File: src/pkg/memmap_pkg.sv
/*
 holds the address map constants and request/answer structs for the
 program and data memory decoder. assumes an 8-bit byte-wide core bus.
*/
package memmap_pkg;
  localparam int ADDR_W = 16;
  localparam int DATA_W = 8;

  // flash sizes selectable per variant: last implemented address
  typedef enum logic [2:0] {
    SIZE_16K = 3'h0,
    SIZE_24K = 3'h1,
    SIZE_32K = 3'h3,
    SIZE_48K = 3'h2,
    SIZE_64K = 3'h6
  } flash_size_t;

  localparam logic [15:0] FLASH_END_16K = 16'h3FFF;
  localparam logic [15:0] FLASH_END_24K = 16'h5FFF;
  localparam logic [15:0] FLASH_END_32K = 16'h7FFF;
  localparam logic [15:0] FLASH_END_48K = 16'hBFFF;
  localparam logic [15:0] FLASH_END_64K = 16'hFFFF;

  // reserved low program slots, two bytes each
  localparam logic [15:0] OPTION_ADDR = 16'h0000;
  localparam logic [15:0] RESET_VEC_ADDR = 16'h0002;
  localparam logic [15:0] WDT_VEC_ADDR = 16'h0004;
  localparam logic [15:0] TRAP_VEC_ADDR = 16'h0006;
  localparam logic [15:0] IRQ_VEC_FIRST = 16'h0008;
  localparam logic [15:0] IRQ_VEC_LAST = 16'h0037;
  localparam logic [15:0] CODE_START = 16'h0038;

  // data space layout
  localparam logic [15:0] ROM_BASE = 16'hFF80;
  localparam logic [15:0] PART_FIRST = 16'hFFC0;
  localparam logic [15:0] PART_LAST = 16'hFFD3;
  localparam int PART_LEN = 20;

  localparam logic [7:0] BLANK_BYTE = 8'hFF;
  localparam logic [7:0] RSVD_BYTE = 8'h00;
  localparam logic [7:0] PAD_BYTE = 8'h00;

  typedef enum logic [2:0] {
    REG_OPTION = 3'h0,
    REG_RESET = 3'h1,
    REG_WDT = 3'h3,
    REG_TRAP = 3'h2,
    REG_IRQ = 3'h6,
    REG_CODE = 3'h7
  } prog_region_t;

  typedef struct packed {
    logic valid;
    logic write;
    logic [ADDR_W-1:0] addr;
    logic [DATA_W-1:0] wdata;
  } mem_req_t;

  typedef struct packed {
    logic valid;
    logic [DATA_W-1:0] rdata;
  } mem_rsp_t;
endpackage : memmap_pkg

File: src/rtl/part_id_rom.sv
/*
 holds the part identification string as a registered lookup table.
 assumes the caller presents an index below the string length.
*/
`timescale 1ns/1ps
module part_id_rom
  import memmap_pkg::*;
#(
  // arbitrary neutral identification text, padded with zeros
  parameter logic [8*PART_LEN-1:0] PART_TEXT =
    {8'h50, 8'h41, 8'h52, 8'h54, 8'h2D, 8'h30, 8'h30, 8'h31,
     8'h00, 8'h00, 8'h00, 8'h00, 8'h00, 8'h00, 8'h00, 8'h00,
     8'h00, 8'h00, 8'h00, 8'h00}
) (
  // clock and reset
  input wire logic core_clk,
  input wire logic rst,
  // lookup
  input wire logic [4:0] index,
  output logic [7:0] data
);
  logic [7:0] data_reg;
  logic [7:0] data_next;

  // left justified: index 0 is the first character in the top byte
  always_comb begin
    data_next = PAD_BYTE;
    if (int'(index) < PART_LEN) begin
      data_next = PART_TEXT[8*(PART_LEN-1-int'(index)) +: 8];
    end
  end

  always_ff @(posedge core_clk) begin
    if (rst) begin
      data_reg <= PAD_BYTE;
    end else begin
      data_reg <= data_next;
    end
  end

  assign data = data_reg;
endmodule : part_id_rom

File: src/rtl/program_data_memory_map.sv
/*
 decodes program and data space accesses from the core: flash window,
 vector regions, blank reads, and the read-only identification block.
 assumes a flash macro that answers within the select cycle, and that
 the core issues data space accesses only from its external load ops.
*/
`timescale 1ns/1ps
module program_data_memory_map
  import memmap_pkg::*;
(
  // clock and reset
  input wire logic core_clk,
  input wire logic rst,
  // variant strap
  input wire flash_size_t flash_size,
  // program space from core
  input wire mem_req_t prog_req,
  output mem_rsp_t prog_rsp,
  output prog_region_t prog_region,
  // flash macro
  output logic flash_sel,
  output logic flash_we,
  output logic [ADDR_W-1:0] flash_addr,
  output logic [DATA_W-1:0] flash_wdata,
  input wire logic [DATA_W-1:0] flash_rdata,
  // data space from core external loads
  input wire mem_req_t data_req,
  output mem_rsp_t data_rsp
);
  logic [15:0] flash_end;
  logic in_flash;
  logic prog_rd_flash_reg, prog_rd_flash_next;
  logic prog_rd_blank_reg, prog_rd_blank_next;
  logic flash_sel_reg, flash_sel_next;
  logic flash_we_reg, flash_we_next;
  logic [15:0] flash_addr_reg, flash_addr_next;
  logic [7:0] flash_wdata_reg, flash_wdata_next;
  prog_region_t region_reg, region_next;
  logic prog_valid_reg, prog_valid_next;
  logic [7:0] prog_data_reg, prog_data_next;

  logic data_part, data_rd;
  logic [4:0] part_index;
  logic [7:0] part_byte;
  logic data_sel_part_reg, data_sel_part_next;
  logic data_pend_reg, data_pend_next;
  logic data_valid_reg, data_valid_next;
  logic [7:0] data_data_reg, data_data_next;

  // variant decides the last flash address
  always_comb begin
    unique case (flash_size)
      SIZE_16K: flash_end = FLASH_END_16K;
      SIZE_24K: flash_end = FLASH_END_24K;
      SIZE_32K: flash_end = FLASH_END_32K;
      SIZE_48K: flash_end = FLASH_END_48K;
      SIZE_64K: flash_end = FLASH_END_64K;
      default: flash_end = FLASH_END_16K;
    endcase
  end

  assign in_flash = prog_req.addr <= flash_end;

  // program request stage: drive flash, classify region
  always_comb begin
    prog_rd_flash_next = prog_req.valid && !prog_req.write && in_flash;
    prog_rd_blank_next = prog_req.valid && !prog_req.write && !in_flash;
    flash_sel_next = prog_req.valid && in_flash;
    // no flash behind the address: write never reaches the macro
    flash_we_next = prog_req.valid && prog_req.write && in_flash;
    flash_addr_next = prog_req.valid ? prog_req.addr : flash_addr_reg;
    flash_wdata_next = prog_req.valid ? prog_req.wdata : flash_wdata_reg;
    region_next = region_reg;
    if (prog_req.valid) begin
      if (prog_req.addr >= CODE_START) begin
        region_next = REG_CODE;
      end else if (prog_req.addr >= IRQ_VEC_FIRST) begin
        region_next = REG_IRQ;
      end else if (prog_req.addr >= TRAP_VEC_ADDR) begin
        region_next = REG_TRAP;
      end else if (prog_req.addr >= WDT_VEC_ADDR) begin
        region_next = REG_WDT;
      end else if (prog_req.addr >= RESET_VEC_ADDR) begin
        region_next = REG_RESET;
      end else begin
        region_next = REG_OPTION;
      end
    end
  end

  // program answer stage: flash data lands one cycle after select
  always_comb begin
    prog_valid_next = prog_rd_flash_reg || prog_rd_blank_reg;
    prog_data_next = prog_data_reg;
    if (prog_rd_blank_reg) begin
      prog_data_next = BLANK_BYTE;
    end else if (prog_rd_flash_reg) begin
      prog_data_next = flash_rdata;
    end
  end

  always_ff @(posedge core_clk) begin
    if (rst) begin
      prog_rd_flash_reg <= 1'b0;
      prog_rd_blank_reg <= 1'b0;
      flash_sel_reg <= 1'b0;
      flash_we_reg <= 1'b0;
      flash_addr_reg <= OPTION_ADDR;
      flash_wdata_reg <= BLANK_BYTE;
      region_reg <= REG_OPTION;
      prog_valid_reg <= 1'b0;
      prog_data_reg <= BLANK_BYTE;
    end else begin
      prog_rd_flash_reg <= prog_rd_flash_next;
      prog_rd_blank_reg <= prog_rd_blank_next;
      flash_sel_reg <= flash_sel_next;
      flash_we_reg <= flash_we_next;
      flash_addr_reg <= flash_addr_next;
      flash_wdata_reg <= flash_wdata_next;
      region_reg <= region_next;
      prog_valid_reg <= prog_valid_next;
      prog_data_reg <= prog_data_next;
    end
  end

  // data space: only loads get an answer, the core never writes here
  assign data_rd = data_req.valid && !data_req.write;
  assign data_part = data_req.addr >= PART_FIRST &&
                     data_req.addr <= PART_LAST;
  assign part_index = 5'(data_req.addr - PART_FIRST);

  part_id_rom u_part_id_rom (
    .core_clk(core_clk),
    .rst(rst),
    .index(part_index),
    .data(part_byte)
  );

  // rom read is registered, so the answer is two cycles after the load
  always_comb begin
    data_pend_next = data_rd;
    data_sel_part_next = data_rd && data_part;
    data_valid_next = data_pend_reg;
    data_data_next = data_data_reg;
    if (data_pend_reg) begin
      // rest of the top block and all lower space read as fixed zero
      data_data_next = data_sel_part_reg ? part_byte : RSVD_BYTE;
    end
  end

  always_ff @(posedge core_clk) begin
    if (rst) begin
      data_pend_reg <= 1'b0;
      data_sel_part_reg <= 1'b0;
      data_valid_reg <= 1'b0;
      data_data_reg <= RSVD_BYTE;
    end else begin
      data_pend_reg <= data_pend_next;
      data_sel_part_reg <= data_sel_part_next;
      data_valid_reg <= data_valid_next;
      data_data_reg <= data_data_next;
    end
  end

  assign flash_sel = flash_sel_reg;
  assign flash_we = flash_we_reg;
  assign flash_addr = flash_addr_reg;
  assign flash_wdata = flash_wdata_reg;
  assign prog_region = region_reg;
  assign prog_rsp = '{valid: prog_valid_reg, rdata: prog_data_reg};
  assign data_rsp = '{valid: data_valid_reg, rdata: data_data_reg};
endmodule : program_data_memory_map

File: config.mk
export PLATFORM = sky130hd
export DESIGN_NAME = program_data_memory_map
export DESIGN_NICKNAME = d
export VERILOG_FILES = /design/src/pkg/memmap_pkg.sv /design/src/rtl/part_id_rom.sv /design/src/rtl/program_data_memory_map.sv
export SDC_FILE = /design/constraint.sdc
export NUM_CORES = 1
export LEC_CHECK = 0
export ABC_AREA = 1
export ABC_CLOCK_PERIOD_IN_PS = 1850
export BUFFER_PORTS_ARGS = -buffer_cell sky130_fd_sc_hd__buf_2
export CORE_ASPECT_RATIO = 1.25
export CORE_MARGIN = 8
export CORE_UTILIZATION = 45
export DETAILED_ROUTE_END_ITERATION = 12
export PLACE_DENSITY = 0.76
export SKIP_CTS_REPAIR_TIMING = 1
export SLEW_MARGIN = 5
export SYNTH_ARGS = -nofsm -noshare
export SYNTH_HDL_FRONTEND = slang
export SYNTH_SLANG_ARGS = --single-unit
File: constraint.sdc
create_clock -name core_clk -period 1.85 [get_ports core_clk]
set_input_delay 0.37 -clock core_clk [delete_from_list [all_inputs] [get_ports core_clk]]
set_output_delay 0.37 -clock core_clk [all_outputs]
set_load 0.03 [all_outputs]
==> results.txt <==
The clock passes through at most 2 buffers. The accumulated negative setup slack came out at 0 ps. The area of the die came out at approximately 0.0077 mm². The mean instance size in the synthesized netlist is around 7.3 µm².

The largest stage delay on the critical path came out at 300 ps. The worst path uses 74.0% of the clock period. The net count of the mapped netlist is 384. Leaving out fill and tap cells, the most frequent cell in the layout is sky130_fd_sc_hd__buf_2.

The average wire length per cell after detail routing is 12.0 µm. STA classifies the critical path endpoint as a flip-flop. The final critical path time including I/O delays and setup is 1370 ps. After global routing the overflow that remains totals 0.

The number of filler cells placed in the layout came out at roughly 480. The number of H-tree branching levels came out at 3. In the layout the commonest cells are sky130_fd_sc_hd__buf_2, sky130_fd_sc_hd__nand2_1, sky130_fd_sc_hd__nor2_1, sky130_fd_sc_hd__dfxtp_1, sky130_fd_sc_hd__nand3_1.

Setup repair after global routing left no endpoint under its margin. Once layout is complete, the utilization of the core stands at 59.8%. The total vias in the final route is approximately 2300. Summing the sequential cell areas from Yosys gives 49.5% of the chip area. The summed instance area of the synthesized netlist is approximately 0.0023 mm². The floorplan row count came out at 29. The final RePlAce weighted congestion is between 0.7 and 0.8. In this run, the number of DRC markers left after iteration 0 of detailed routing was 92. The number of flip-flops in the largest register came out at 16. The number of DRC violations after detailed routing came out at 0.

The measured slew at the worst slew-check pin is 500 ps. The wire length of the first global-routing pass is between 9000 and 10000 µm. The clock drives between 50 and 60 sinks. The slowest stage of the critical path is the sky130_fd_sc_hd__ha_1 cell.

The cell count after synthesis is around 320. The largest net degree at the start of global routing came out at 27. The hold violation count in the final report came to 0.

The total power is approximately 2.7 mW. Counting the buffers created by CTS gives 9. Summing all multi-input logic gate instances after layout gives 0.00100 mm². The final number of max-transition violations was 0. The post-synthesis cell type count came out at 23. The effective utilization at floorplan came out at ~46%.

The number of setup violations in the final report came out at 0. The number of antenna violations at the first check in global routing came out at 0. Based on the critical path, the design can be clocked at up to 730 MHz. The CTS tree is yes. The number of max-cap violations is 0. The number of buffers inserted by port buffering is 102. The first detailed-routing pass took 4 iterations. For this run, the post-layout net count is roughly 480. The critical path startpoint category is an input pin. Clock-pin slew was measured on the worst setup and hold paths at 60 ps. The via count of the first global-routing pass is 2320. The floorplan step set the die height to 96.0 µm.

By startpoint and endpoint, the worst setup path is classified as in2reg. The ratio of total power to cell area came out at 915 mW/mm². The highest net fanout along the worst path is 4. The latest clock arrival within the worst-skew pair is between 300 and 400 ps. CTS placed an instance of sky130_fd_sc_hd__clkbuf_8 at the clock tree root. The x dimension of the die came out at about 80 µm.

The signal arrival time at the worst endpoint is 1630 ps. The share of post-route cells with drive strength above 1 is between 30 and 40%. Traced cell by cell, the critical path runs through buf_2 > inv_1 > nand3_1 > o21ai_0 > inv_1 > ha_1 > nand2_1 > nor2_1 > nand2_1 > o21ai_2 > nand2_2 > nor2_1. The tightest min-delay check is of the in2reg type. The standby leakage power came out at 1.52 nW.

The post-synthesis register bit count came out at 57. The worst-case IR drop observed on VDD is approximately 0.48 mV. The wire length reported by the detailed router is approximately 5800 µm.

The aggregate global-route resource usage came out at roughly 16%. The post-detailed-route count of antenna-violating nets is 0. Detailed placement ended at an HPWL of between 4000 and 5000 µm. Compared with the post-synthesis result, the final layout area differs by 30.1%. The worst pin sits at a relative slew slack of between 60% and 70%. The clock skew is 2.07 ps. For this design the top-level I/O count stands at approximately 110.

The Yosys step of the flow raised 0 warnings. The placeable core region is 0.00501 mm². The combined flip-flop and latch cell area came out at between 0.001 and 0.0015 mm². The flow ran to the end, and the final reports show no timing, DRC or antenna violations. The required time of the worst setup path is 2110 ps. The detail-routed via count per cell came out at roughly 4.8.

The final antenna diode count is 0.
area by class of cell:
class                      instances  area share, %
tap                               62           2.59
clock inverter                     3          0.501
sequential                        57           38.1
inverter                          22           2.76
multi-input combinational        222           33.5
timing repair buffer             103           17.3
clock buffer                      13           5.30
where the power goes:
group          switching [mW]  total [mW]  internal [mW]  leakage, nW
registers              0.0263        1.31           1.29        0.469
clock network           0.460        1.01          0.553       0.0932
logic                   0.278       0.416          0.139        0.954
total                   0.764        2.74           1.98         1.52
layer usage:
metal  track usage [%]  wire length [µm]
met1              16.0              2350
met2              26.3              2690
met3              7.10               631
met4              8.05               109
met5                 0                 0
metrics by stage:
step / cell area (µm²) / hold WS [ps] / instances / worst slack (ps)
2_1_floorplan: 2300 / 435 / 315 / 436
3_3_place_gp: 2820 / 433 / 466 / 205
3_5_place_dp: 2820 / 439 / 466 / 150
4_1_cts: 3000 / 197 / 482 / 485
5_1_grt: 3000 / 206 / 482 / 314
6_report: 3000 / 212 / 482 / 480
critical path, delay by kind of cell:
| family | cells | cell delay [ps] |
|---|---|---|
| AO/OA/AOI/OAI | 2 | 250 |
| adder cells (fa/ha/maj) | 1 | 300 |
| buffers and inverters | 3 | 240 |
| AND/OR/NAND/NOR | 6 | 470 |
cell families (layout without fill, tap and decap cells):
logic type,after synthesis,after routing,share of synthesized area [%]
AOI/OAI and AO/OA,34,34,7.93
xor gates and xnor gates,1,1,0.380
adders and majority gates,4,4,2.17
buffers and inverters,36,141,6.90
DFF,57,57,49.5
other,1,1,0.163
and+or+nand+nor,182,182,32.9
synthesized netlist by cell type:
cell / n / share of area, %
sky130_fd_sc_hd__inv_2: 4 / 0.65
sky130_fd_sc_hd__nor3_2: 1 / 0.43
sky130_fd_sc_hd__nand3_1: 33 / 7.2
sky130_fd_sc_hd__clkbuf_1: 5 / 0.81
sky130_fd_sc_hd__a21oi_1: 12 / 2.6
sky130_fd_sc_hd__ha_1: 4 / 2.2
sky130_fd_sc_hd__inv_1: 18 / 2.9
sky130_fd_sc_hd__nor2_4: 1 / 0.49
sky130_fd_sc_hd__o21ai_2: 2 / 0.76
sky130_fd_sc_hd__buf_4: 5 / 1.6
sky130_fd_sc_hd__o21ai_0: 18 / 3.9
sky130_fd_sc_hd__nand2_1: 74 / 12
sky130_fd_sc_hd__conb_1: 1 / 0.16
sky130_fd_sc_hd__nand2_2: 3 / 0.81
sky130_fd_sc_hd__nor2_1: 63 / 10
sky130_fd_sc_hd__nor2_2: 1 / 0.27
sky130_fd_sc_hd__o211ai_1: 1 / 0.33
sky130_fd_sc_hd__buf_2: 4 / 0.87
sky130_fd_sc_hd__dfxtp_1: 57 / 50
sky130_fd_sc_hd__xor2_1: 1 / 0.38
sky130_fd_sc_hd__nor3_1: 4 / 0.87
sky130_fd_sc_hd__nand4_1: 2 / 0.54
sky130_fd_sc_hd__o21a_1: 1 / 0.33
final timing paths:
check / from / to / slack [ps] / depth (start not counted)
setup reg to reg: prog_rd_flash_reg$_SDFF_PP0_ / prog_data_reg[5]$_SDFFE_PP1P_ / 820 / 3
hold reg to reg: flash_wdata[3]$_SDFFE_PP1P_ / flash_wdata[3]$_SDFFE_PP1P_ / 450 / 2
hold / removal: data_req[24] / data_pend_reg$_SDFF_PP0_ / 210 / 2
setup / recovery: flash_size[0] / prog_rd_flash_reg$_SDFF_PP0_ / 480 / 12
(Power assumes the default switching activity.)
